## src/hw/rmc_pkg.sv

```systemverilog
// Package for the main configuration register bank of the transceiver.
// Assumes a single 10 MHz system clock and a serial configuration port.
package rmc_pkg;
   // Register addresses, 5-bit address field
   localparam logic [4:0] ADDR_MODE_BAND = 5'h00;
   localparam logic [4:0] ADDR_DEV_LOW = 5'h01;
   localparam logic [4:0] ADDR_BIT_RATE = 5'h02;
   localparam logic [4:0] ADDR_LO_HIGH = 5'h03;
   localparam logic [4:0] ADDR_LO_LOW = 5'h04;
   localparam logic [4:0] MAIN_COUNT = 5'h05;
   // Other parameter groups, held elsewhere
   localparam logic [4:0] IRQ_FIRST = 5'h05;
   localparam logic [4:0] TX_FIRST = 5'h07;
   localparam logic [4:0] RX_FIRST = 5'h08;
   localparam logic [4:0] OSC_FIRST = 5'h11;
   localparam logic [4:0] TEST_FIRST = 5'h13;
   localparam logic [4:0] TEST_LAST = 5'h1e;
   localparam logic [7:0] REG_RESET = 8'h00;
   localparam logic [7:0] READ_ABSENT = 8'h00;
   // Fields of the mode and band register
   localparam int MODE_HI = 7;
   localparam int MODE_LO = 6;
   localparam int SEL_BIT = 5;
   localparam int BUF_BIT = 4;
   localparam int UNIDIR_BIT = 3;
   localparam int BAND_HI = 2;
   localparam int BAND_LO = 1;
   localparam int DEV_MSB_BIT = 0;
   // Bit rate register
   localparam int FIXED_RATE_BIT = 7;
   localparam int DIV_HI = 6;
   localparam logic [6:0] DIV_IGNORED = 7'h00;
   // LO offset word
   localparam int LO_SIGN_433 = 14;
   localparam int LO_TOP = 15;
   // Address byte framing
   localparam int FRAME_START = 7;
   localparam int FRAME_RW = 6;
   localparam int FRAME_ADDR_HI = 5;
   localparam int FRAME_ADDR_LO = 1;
   localparam int FRAME_STOP = 0;
   localparam logic [2:0] BIT_LAST = 3'h7;
   // Mode codes
   localparam logic [1:0] MODE_SLEEP = 2'h0;
   localparam logic [1:0] MODE_RX = 2'h1;
   localparam logic [1:0] MODE_TX = 2'h2;
   localparam logic [1:0] MODE_STBY = 2'h3;
   localparam logic [1:0] SW_OUT_SLEEP = 2'h0;
   localparam logic [1:0] SW_OUT_RX = 2'h1;
   localparam logic [1:0] SW_OUT_TX = 2'h2;
   localparam logic [1:0] SW_OUT_STBY = 2'h0;
   // Band codes
   localparam logic [1:0] BAND_433 = 2'h1;
   localparam logic [1:0] BAND_868 = 2'h2;
   localparam logic [1:0] BAND_915 = 2'h3;

   typedef enum logic {PH_ADDR, PH_DATA} rmc_phase_t;

   typedef struct packed {
      logic [2:0] sckS;
      logic [2:0] mosiS;
      logic [2:0] selS;
      logic [2:0][1:0] swS;
      logic sckLvl;
      logic mosiLvl;
      logic selLvl;
      logic [1:0] swLvl;
      rmc_phase_t phase;
      logic [2:0] bitCnt;
      logic frameOk;
      logic isRead;
      logic [4:0] addr;
      logic [7:0] shiftIn;
      logic [7:0] shiftOut;
      logic misoOe;
      logic [4:0][7:0] regs;
      logic [1:0] chipMode;
      logic [1:0] swOut;
      logic swOe;
      logic dataPinOe;
      logic dataPinIsInput;
      logic bufferedMode;
      logic [1:0] band;
      logic [8:0] freqDeviation;
      logic bitRateFixed;
      logic [6:0] bitRateDivisor;
      logic [15:0] loOffsetWord;
      logic loMid869;
   } rmc_state_t;
endpackage : rmc_pkg

```

## src/hw/rmc_main_config.sv

```systemverilog
// Main parameter register bank with its serial configuration slave.
// Assumes port pins arrive asynchronously and serial clock stays under 2 MHz.
// What this block does
// [RULE1] Main group at 0-4; others not here
// [RULE2] Host writes zero to reserved bits
// [RULE3] Mode field: sleep, rx, tx, standby
// [RULE4] Register mode drives switch pins out
// [RULE5] Pin mode reads switch pins as inputs
// [RULE6] Bit 4 picks buffered or continuous path
// [RULE7] Data pin direction per unidirectional bit
// [RULE8] Band field selects frequency band
// [RULE9] Nine-bit deviation across addresses 0, 1
// [RULE10] Fixed-rate bit overrides rate divisor
// [RULE11] Seven-bit divisor sets bit rate
// [RULE12] LO offset word high/low bytes
// [RULE13] Low band: bit 14 is sign
// [RULE14] Middle band zero means 869 MHz
// [RULE15] Address byte framing, then data byte
// [RULE16] Select low spans alternating byte pairs
// [RULE17] Writes apply after full data byte
`timescale 1ns/1ps
module rmc_main_config (
   // Clock and reset
   input wire logic clk,
   input wire logic rst_n,
   // Configuration serial port
   input wire logic sck,
   input wire logic mosi,
   input wire logic configSelN,
   output logic miso,
   output logic misoOe,
   // Mode switch pins
   input wire logic [1:0] swIn,
   output logic [1:0] swOut,
   output logic swOe,
   // Data pin direction
   output logic dataPinOe,
   output logic dataPinIsInput,
   // Control outputs
   output logic [1:0] chipMode,
   output logic bufferedMode,
   output logic [1:0] band,
   output logic [8:0] freqDeviation,
   output logic bitRateFixed,
   output logic [6:0] bitRateDivisor,
   output logic [15:0] loOffsetWord,
   output logic loMid869
);
   logic rstMeta;
   logic rstSync;
   rmc_pkg::rmc_state_t r;
   rmc_pkg::rmc_state_t n;
   logic sckRise;
   logic sckFall;
   logic byteDone;
   logic wrEvt;
   logic [7:0] byteVal;
   logic [1:0] modeSel;
   logic [15:0] loRaw;

   always_ff @(posedge clk or negedge rst_n) begin
      if (!rst_n) begin
         rstMeta <= 1'b0;
         rstSync <= 1'b0;
      end else begin
         rstMeta <= 1'b1;
         rstSync <= rstMeta;
      end
   end

   always_comb begin
      n = r;
      sckRise = 1'b0;
      sckFall = 1'b0;
      byteDone = 1'b0;
      wrEvt = 1'b0;
      byteVal = r.shiftIn;
      modeSel = rmc_pkg::MODE_SLEEP;
      loRaw = 16'h0000;
      // Three-stage pin sampling; level moves once stages two and three agree
      n.sckS = {r.sckS[1:0], sck};
      n.mosiS = {r.mosiS[1:0], mosi};
      n.selS = {r.selS[1:0], configSelN};
      n.swS = {r.swS[1:0], swIn};
      if (r.sckS[1] == r.sckS[2]) begin
         n.sckLvl = r.sckS[2];
         sckRise = r.sckS[2] && !r.sckLvl;
         sckFall = !r.sckS[2] && r.sckLvl;
      end
      if (r.mosiS[1] == r.mosiS[2]) begin
         n.mosiLvl = r.mosiS[2];
      end
      if (r.selS[1] == r.selS[2]) begin
         n.selLvl = r.selS[2];
      end
      if (r.swS[1] == r.swS[2]) begin
         n.swLvl = r.swS[2];
      end
      // Deselect clears the counters; a cut byte must be resent
      if (r.selLvl) begin
         n.bitCnt = 3'h0; // [RULE16]
         n.phase = rmc_pkg::PH_ADDR; // [RULE16]
         n.misoOe = 1'b0;
      end else begin
         n.misoOe = 1'b1;
         if (sckRise) begin
            byteVal = {r.shiftIn[6:0], r.mosiLvl};
            n.shiftIn = byteVal;
            n.bitCnt = 3'(r.bitCnt + 3'h1);
            byteDone = (r.bitCnt == rmc_pkg::BIT_LAST);
         end else if (sckFall && r.bitCnt != 3'h0) begin
            // The fall closing a byte must not push out the MSB just loaded
            n.shiftOut = {r.shiftOut[6:0], 1'b0}; // [RULE15]
         end
      end
      if (byteDone) begin
         unique case (r.phase)
            rmc_pkg::PH_ADDR: begin
               // Malformed framing spoils the following data byte only
               n.frameOk = !byteVal[rmc_pkg::FRAME_START] && byteVal[rmc_pkg::FRAME_STOP]; // [RULE15]
               n.isRead = byteVal[rmc_pkg::FRAME_RW]; // [RULE15]
               n.addr = byteVal[rmc_pkg::FRAME_ADDR_HI:rmc_pkg::FRAME_ADDR_LO]; // [RULE15]
               n.shiftOut = rmc_pkg::READ_ABSENT;
               if (n.addr < rmc_pkg::MAIN_COUNT) begin
                  n.shiftOut = r.regs[n.addr[2:0]]; // [RULE1]
               end
               n.phase = rmc_pkg::PH_DATA; // [RULE16]
            end
            rmc_pkg::PH_DATA: begin
               wrEvt = r.frameOk && !r.isRead;
               // Other groups live elsewhere; their writes are dropped here
               if (wrEvt && r.addr < rmc_pkg::MAIN_COUNT) begin
                  n.regs[r.addr[2:0]] = byteVal; // [RULE1] [RULE17]
               end
               n.phase = rmc_pkg::PH_ADDR; // [RULE16]
            end
         endcase
      end
      // Decode from the next register image so a write lands with the byte
      if (n.regs[rmc_pkg::ADDR_MODE_BAND][rmc_pkg::SEL_BIT]) begin
         modeSel = n.swLvl; // [RULE5]
         n.swOe = 1'b0; // [RULE5]
      end else begin
         modeSel = n.regs[rmc_pkg::ADDR_MODE_BAND][rmc_pkg::MODE_HI:rmc_pkg::MODE_LO]; // [RULE3]
         n.swOe = 1'b1; // [RULE4]
      end
      n.chipMode = modeSel; // [RULE3]
      unique case (modeSel)
         rmc_pkg::MODE_SLEEP: n.swOut = rmc_pkg::SW_OUT_SLEEP; // [RULE4]
         rmc_pkg::MODE_RX: n.swOut = rmc_pkg::SW_OUT_RX; // [RULE4]
         rmc_pkg::MODE_TX: n.swOut = rmc_pkg::SW_OUT_TX; // [RULE4]
         rmc_pkg::MODE_STBY: n.swOut = rmc_pkg::SW_OUT_STBY; // [RULE4]
      endcase
      n.bufferedMode = n.regs[rmc_pkg::ADDR_MODE_BAND][rmc_pkg::BUF_BIT]; // [RULE6]
      // Data pin drives only in receive; in transmit it listens or floats
      n.dataPinOe = (modeSel == rmc_pkg::MODE_RX); // [RULE7]
      n.dataPinIsInput = (modeSel == rmc_pkg::MODE_TX) &&
         !n.regs[rmc_pkg::ADDR_MODE_BAND][rmc_pkg::UNIDIR_BIT]; // [RULE7]
      n.band = n.regs[rmc_pkg::ADDR_MODE_BAND][rmc_pkg::BAND_HI:rmc_pkg::BAND_LO]; // [RULE8]
      n.freqDeviation = {n.regs[rmc_pkg::ADDR_MODE_BAND][rmc_pkg::DEV_MSB_BIT],
         n.regs[rmc_pkg::ADDR_DEV_LOW]}; // [RULE9]
      n.bitRateFixed = n.regs[rmc_pkg::ADDR_BIT_RATE][rmc_pkg::FIXED_RATE_BIT]; // [RULE10]
      n.bitRateDivisor = n.bitRateFixed ? rmc_pkg::DIV_IGNORED :
         n.regs[rmc_pkg::ADDR_BIT_RATE][rmc_pkg::DIV_HI:0]; // [RULE10] [RULE11]
      loRaw = {n.regs[rmc_pkg::ADDR_LO_HIGH], n.regs[rmc_pkg::ADDR_LO_LOW]}; // [RULE12]
      // Low band word is 15 bits; top bit follows the sign
      if (n.band == rmc_pkg::BAND_433) begin
         loRaw[rmc_pkg::LO_TOP] = loRaw[rmc_pkg::LO_SIGN_433]; // [RULE13]
      end
      n.loOffsetWord = loRaw; // [RULE12]
      n.loMid869 = (n.band == rmc_pkg::BAND_868); // [RULE14]
   end

   always_ff @(posedge clk or negedge rstSync) begin
      if (!rstSync) begin
         r <= '0;
         r.selS <= 3'h7;
         r.selLvl <= 1'b1;
         r.phase <= rmc_pkg::PH_ADDR;
         r.regs <= {5{rmc_pkg::REG_RESET}};
         r.swOe <= 1'b1;
      end else begin
         r <= n;
      end
   end

   assign miso = r.shiftOut[7];
   assign misoOe = r.misoOe;
   assign swOut = r.swOut;
   assign swOe = r.swOe;
   assign dataPinOe = r.dataPinOe;
   assign dataPinIsInput = r.dataPinIsInput;
   assign chipMode = r.chipMode;
   assign bufferedMode = r.bufferedMode;
   assign band = r.band;
   assign freqDeviation = r.freqDeviation;
   assign bitRateFixed = r.bitRateFixed;
   assign bitRateDivisor = r.bitRateDivisor;
   assign loOffsetWord = r.loOffsetWord;
   assign loMid869 = r.loMid869;
endmodule : rmc_main_config

```

## config.mk

```make
export PLATFORM = sky130hd
export DESIGN_NAME = rmc_main_config
export DESIGN_NICKNAME = d
export VERILOG_FILES = /design/src/hw/rmc_pkg.sv /design/src/hw/rmc_main_config.sv
export SDC_FILE = /design/constraint.sdc
export NUM_CORES = 1
export LEC_CHECK = 0
export BUFFER_PORTS_ARGS = -buffer_cell sky130_fd_sc_hd__buf_2
export CAP_MARGIN = 25
export CORE_MARGIN = 1
export CORE_UTILIZATION = 41
export DETAILED_ROUTE_END_ITERATION = 10
export GPL_TIMING_DRIVEN = 0
export HOLD_SLACK_MARGIN = 0.1
export SYNTH_ARGS = -nofsm -noshare
export SYNTH_HDL_FRONTEND = slang
export SYNTH_SLANG_ARGS = --single-unit
```

## constraint.sdc

```tcl
create_clock -name clk -period 3.1 [get_ports clk]
set_input_delay 0.465 -clock clk [delete_from_list [all_inputs] [get_ports clk]]
set_output_delay 0.465 -clock clk [all_outputs]
set_load 0.005 [all_outputs]
```

==> run metrics, run 1 <==
worst skew pair latency=around 0.35 ns; syn_area_per_cell=around 11 sq um; WL/cell=between 15 and 20 microns; cts bufs inserted=9; die area=12,100 sq um; crit path capture type=register; Post-CTS Resized=0; worst reg-to-reg path cell count=7; worst rel slew slack=approximately a third; clk buf depth=2; number of global-route vias before repair=roughly 3,000; Hold Buf Count CTS=1; Yosys Warn Count=0; clock tree from TritonCTS=yes; r2r startpoint=r[108]; Ports=53; register-to-register setup slack=0.36 ns; Setup WS post-layout=between 0.3 and 0.4 ns; PortBufs=52; die boundary width=approximately 110 microns; RSZ-0062 raised after global routing=false; CORE AREA=11,400 sq um; P_leak=approximately 0.0027 uW; Mapped Nets=approximately 430; Sink Count=about 110; area grow syn2layout=15.9%; Tcrit/Tclk final=88.4%; clk slew on worst S/H paths=~0.060 ns; Syn Inst Count=421; crit start category=register; Via-to-Cell Ratio=~5.1; gr usage total=between 10% and 20%; power density over the cells=about 520 nW/um^2; # DRC=0; Final setup viols=0; Starting Density=roughly 42%; Max H-tree Level=3; Via Count=3,223; Worst EP required=between 3 and 4 ns; Hold Fails Final Rpt=0; Worst Skew=roughly 0.010 ns; Placer Congestion=between 0.8 and 0.9; Yosys cell types=between 50 and 60; first-pass GRT wire length=~16 mm; capture point of the worst reg-to-reg path=loOffsetWord[15]; final WL=10.2 mm; largest net degree at the start of global routing=57; Final Max Tran Viols=0; fin nets=496; Post-synth EDFFs=0; crit path time final=around 2.7 ns; pre-CTS WS=0.292 ns; post-CTS setup buffers=0; Antenna diodes=0; antenna violations before repair=0; hold_sp=configSelN; outcome=completed; VDD IR max=~0.00032 V; HP Class=primary input to register; Max Cap Viol=0; setup TNS=0 ns; synthesized area=roughly 4800 sq um; Post-DP HPWL=between 7 and 8 mm; initial DRC count=around 200; hold path depth=1; row count=39; Die Span Y=about 110 microns; first drt pass iteration count=4; share of layout cells above drive strength 1=roughly a third; Setup CP Type=register to register; Crit path arrival time=a little under 3 ns; worst slew pin tran=between 0.9 and 1 ns; antenna-violating nets left=0; CP max FO=4; hold endpoint=n[124]; synthesized flop and latch total=between 100 and 150; Fmax=approximately 360 MHz; Fillers=1,089; sequential share of the synthesized area=55.1%; Most used DFF post-synth=dfrtp_1; root buf cell=clkbuf_16; GRT overflow=0; Async S/R FF share, synth=100%
[per-layer routing]
| metal | share of wire (%) | vias up | routed length, microns | global-route usage (%) |
|---|---|---|---|---|
| met3 | 4.8 | 11 | 485 | 4.56 |
| met1 | 48 | 1597 | 4890 | 25.8 |
| met2 | 46 | 75 | 4680 | 28.4 |
| li1 | - | 1540 | - | - |
| met4 | 1.2 | 0 | 123 | 4.86 |
| met5 | 0 | - | 0 | 0 |
[synth_stat cells (5+ instances only)]
library cell	number	area, sq um
clkbuf_1	8	30.0
dfstp_2	5	131
nor2b_1	5	31.3
o21ai_0	24	120
nand2_1	50	188
mux2_2	32	360
o21ai_1	8	40.0
buf_2	5	25.0
buf_4	39	293
a21oi_1	26	130
dfrtp_1	100	2500
nand3b_1	10	75.1
inv_1	15	56.3
nor2_1	13	48.8
nand3_1	17	85.1
o31ai_1	7	52.6
[worst max path at each step]
| stage | endpoint | from |
|---|---|---|
| 2_1_floorplan | loOffsetWord[15] | r[108] |
| 3_3_place_gp | loOffsetWord[15] | r[108] |
| 3_5_place_dp | loOffsetWord[15] | r[108] |
| 4_1_cts | loOffsetWord[15] | r[108] |
| 5_1_grt | loOffsetWord[15] | r[108] |
| 6_report | loOffsetWord[15] | r[108] |
[worst max-delay path: stages (launching register included)]
cell and delay, ns:
dfrtp_1 0.39, ha_1 0.18, ha_1 0.22, nor4bb_1 0.47, nor4b_4 0.34, nor3b_1 0.10, a41oi_1 0.36, mux4_2 0.56
[placed cells by master (no fill, tap or decap), drive strengths merged, types with 3 or more instances in the layout]
master	n
mux2i	6
nor2	13
ha	3
dfrtp	100
maj3	3
or4b	3
nand3b	10
o31ai	7
clkbuf	23
nand3	17
inv	15
a21oi	27
nand2	50
dfstp	5
nor2b	5
o21ai	32
mux2	32
buf	99
and2	4
nor4b	4
[logic make-up (layout without fill, tap and decap cells)]
family | Yosys count | after routing | share of synthesized area, %
xor+xnor | 4 | 4 | 0.734
buf+inv | 70 | 140 | 8.85
mux | 39 | 39 | 9.69
compound gates | 75 | 75 | 9.48
simple gates | 121 | 121 | 14.6
fa+ha+maj | 6 | 6 | 1.41
flops | 105 | 105 | 55.1
other cells | 1 | 1 | 0.0785
[through the flow]
step	area (sq um)	util, %	total power [uW]	cells	hold WS [ns]
floorplan	4780	-	1700	421	0.169
global placement	5220	45.9	1810	616	0.251
detailed placement	5250	46.1	1820	617	0.253
CTS	5530	48.7	2920	634	0.219
global route	5530	48.7	3020	634	0.213
finish	5530	48.7	2890	634	0.223
[state kept, by name (all words and copies together), names as in the netlist]
name and flops:
dataPinIsInput 1, swOut 2, rstSync 1, chipMode 2, r 51, loMid869 1
loOffsetWord 16, bitRateFixed 1, rstMeta 1, n 10, miso 1, freqDeviation 8
misoOe 1, band 1, bitRateDivisor 7, swOe 1
[layout make-up]
class / instances / area (sq um) / area share (%)
clock inverters: 1 / 30.0 / 0.543
multi-input cells: 246 / 1720 / 31.1
well taps: 143 / 179 / 3.23
repair buffers: 54 / 298 / 5.38
inverters: 16 / 60.1 / 1.09
clock buffers: 15 / 248 / 4.48
plain buffers: 54 / 363 / 6.56
flip-flops and latches: 105 / 2640 / 47.7
[report_power, final]
| part | total, uW | switching (uW) | internal (uW) |
|---|---|---|---|
| Clock | 1090 | 465 | 629 |
| Sequential | 1490 | 70.1 | 1420 |
| Combinational | 302 | 200 | 102 |
(Power assumes the default switching activity.)
==> run 2: changes to the inputs <==
--- a/config.mk
+++ b/config.mk
@@ -5,6 +5,7 @@
 export SDC_FILE = /design/constraint.sdc
 export NUM_CORES = 1
 export LEC_CHECK = 0
+export ABC_AREA = 1
 export BUFFER_PORTS_ARGS = -buffer_cell sky130_fd_sc_hd__buf_2
 export CAP_MARGIN = 25
 export CORE_MARGIN = 1
==> run 2 against run 1 <==
  * First-iteration DRC count rose by 3.6%
  * Clock skew shrank 0.0033 ns
  * Clock power hardly changed
  * Register-to-register slack better by 0.69 ns
  * Count of clock-buffer cells in the layout is 5 lower
  * Critical endpoint is now miso
  * Critical path depth increased by 3
  * Sequential power is essentially flat
  * Core utilization grew 1.0 points
  * Largest power group unchanged
  * Sequential cell count is the same
  * Design area down 0.47%
  * Combinational power increased by 120%
==> run metrics, run 2 <==
first-pass GRT wire length=16.9 mm (+3.4%); Worst EP required=3.33 ns (+0.02 ns); VDD IR max=0.000307 V (-5.0%); row count=38 (-2.6%); largest net degree at the start of global routing=56 (-1.8%); P_leak=0.00293 uW (+6.7%); Syn Inst Count=514 (+22%); gr usage total=18.8% (+0.41 points); die boundary width=110 microns (-0.27%); die area=12,000 sq um (-0.54%); antenna violations before repair=0 (unchanged); PortBufs=52 (unchanged); Mapped Nets=524 (+22%); Async S/R FF share, synth=100% (unchanged); Tcrit/Tclk final=66.0% (-22 points); crit path time final=2.05 ns (-0.695 ns); Hold Fails Final Rpt=0 (unchanged); Top Layer Used=met4; Yosys Warn Count=0 (unchanged); Worst Skew=0.00677 ns (-0.00334 ns); Synth top cells by count=nand2_1 (142), dfrtp_1 (100), nand3_1 (48); final WL=10.2 mm (about the same); Post-synth EDFFs=0 (unchanged); GRT overflow=0 (unchanged); Max Cap Viol=0 (unchanged); worst slew pin tran=0.746 ns (-0.217 ns); root buf cell=clkbuf_16; antenna-violating nets left=0 (unchanged); CP max FO=10 (+6); CORE AREA=11,100 sq um (-2.6%); DR WL met3=448 microns (-7.6%); Via-to-Cell Ratio=4.81 (-5.3%); worst skew pair latency=0.34 ns (about the same); number of flip-flops under the largest register name=51 (unchanged); placed inst area=5220 sq um (-0.57%); syn_area_per_cell=9.24 sq um (-19%); most common cell in the synthesized netlist=nand2_1; hold endpoint=n[124]; fin nets=589 (+19%); Starting Density=42.9% (+0.87 points); WL met1=4.83 mm (-1.3%); placed cells=707 (+15%); Largest Register=r; Die Span Y=110 microns (-0.27%); largest cells by area after synthesis=dfrtp_1 (53%), nand2_1 (11%), buf_4 (6.3%), nand3_1 (5.1%), o21ai_0 (4.3%); synthesized flop and latch total=105 (unchanged); share of layout cells above drive strength 1=27.7% (-5.1 points); Yosys cell types=32 (-42%); worst reg-to-reg path cell count=10 (+3); Antenna diodes=0 (unchanged); r2r startpoint=n[131]; clock tree from TritonCTS=yes; Ports=53 (unchanged); commonest non-fill, non-tap cell in the layout=nand2_1; setup TNS=0 ns (unchanged); sequential share of the synthesized area=55.5% (+0.31 points); commonest cells after routing, fill and taps aside=nand2_1 (142), dfrtp_1 (99), buf_2 (54), nand3_1 (48), inv_1 (43); power density over the cells=588 nW/um^2 (+13%); clk buf depth=2 (unchanged); area grow syn2layout=16.0% (about the same); Final Max Tran Viols=0 (unchanged); register-to-register setup slack=1.05 ns (+0.69 ns); worst rel slew slack=50.3% (+15 points); post-layout util=49.7% (+1.0 points); post-CTS setup buffers=0 (unchanged); wire length on met2=4.71 mm (+0.58%); Max H-tree Level=3 (unchanged); number of global-route vias before repair=3,365 (+10%); Final setup viols=0 (unchanged); Most used DFF post-synth=dfrtp_1; hold path depth=1 (unchanged); Setup CP Type=register to register; crit start category=register; cts bufs inserted=9 (unchanged); Sink Count=105 (unchanged); Fmax=489 MHz (+34%); capture point of the worst reg-to-reg path=miso; Synth top area share=52.7% (+0.29 points); initial DRC count=204 (+3.6%); crit path capture type=register; Via Count=3,485 (+8.1%); Worst Setup SP=n[131]; Placer Congestion=0.882 (+6.3%); Crit path arrival time=2.28 ns (-0.67 ns); synthesized area=4750 sq um (-0.55%); post-synth top area cell=dfrtp_1; # DRC=0 (unchanged); first drt pass iteration count=4 (unchanged); post-route cell area=5510 sq um (-0.47%); hold_sp=configSelN; clk slew on worst S/H paths=0.07 ns (about the same); RSZ-0062 raised after global routing=false; outcome=completed; Finished Layout Cells=724 (+14%); HP Class=primary input to register; Post-DP HPWL=7.40 mm (+1.8%); WL/cell=14.1 microns (-12%)
==> run 2: cell types whose count changed in the layout (fill, tap and decap cells not counted), moves of 12 or more <==
cell     change
a21oi_1     -12
inv_1       +28
mux2_2      -32
nand2_1     +92
nand3_1     +31
o21ai_0     +17
==> run 2: critical path: stages, from the launching register on <==
cell and delay [ns]:
dfrtp_1 0.40, nand2_2 0.11, nor2_8 0.15, nand2_4 0.11
nand2_1 0.12, o21ai_4 0.11, inv_2 0.12, clkbuf_1 0.41
nand3_1 0.20, nand3_1 0.12, o21ai_1 0.07
==> run 2: area by class of cell <==
cell class	instances	area, sq um
plain buffers	51	374
inverters	49	184
well taps	140	175
fillers	1084	5570
multi-input cells	309	1560
clock inverters	6	42.5
flip-flops and latches	105	2640
repair buffers	54	298
clock buffers	10	239
==> run 2: cell families (layout without fill, tap and decap cells) <==
group                      after synthesis  count (layout)  share of synthesized area [%]
buffers and inverters                  100             170                           11.7
other                                    1               1                         0.0790
xor gates and xnor gates                 1               1                          0.184
adders and majority gates                5               5                           1.21
AOI/OAI and AO/OA                       76              76                           9.46
and+or+nand+nor                        226             226                           21.9
DFF                                    105             105                           55.5
==> run 2: report_power, final <==
part	leakage [uW]	switching, uW	internal, uW	total, uW
Sequential	0.00139	53.1	1440	1500
Clock	0.000135	502	568	1070
Combinational	0.00140	464	210	674
Total	0.00293	1020	2220	3240
==> run 2: stage by stage <==
step / setup WS, ns / hold WS (ns) / total power, uW
after floorplan: 1.34 / 0.169 / 1990
after global placement: 0.720 / 0.250 / 2180
after detailed placement: 1.05 / 0.255 / 2190
after CTS: 1.04 / 0.220 / 3270
after global routing: 0.889 / 0.214 / 3400
final: 1.05 / 0.225 / 3240
==> run 2: per-layer routing <==
metal  vias to the layer above  GRT usage, %
li1                       1731             -
met1                      1636          26.6
met2                        99          29.7
met3                        19          2.43
met4                         0          7.05
met5                         -             0
==> run 2: worst max path at each step <==
stage                                  to  slack (ns)
after global placement    loOffsetWord[9]        0.72
after detailed placement             miso        1.05
final                                miso        1.05
after CTS                            miso        1.04
after global routing                 miso        0.89
after floorplan                   band[0]        1.34
==> run 2: timing repair <==
item / 4_1_cts / 5_1_grt
resized for setup: 0 / 0
endpoints found under the hold margin: 2 / 0
hold buffers: 1 / 0
setup endpoints to repair: 0 / 0
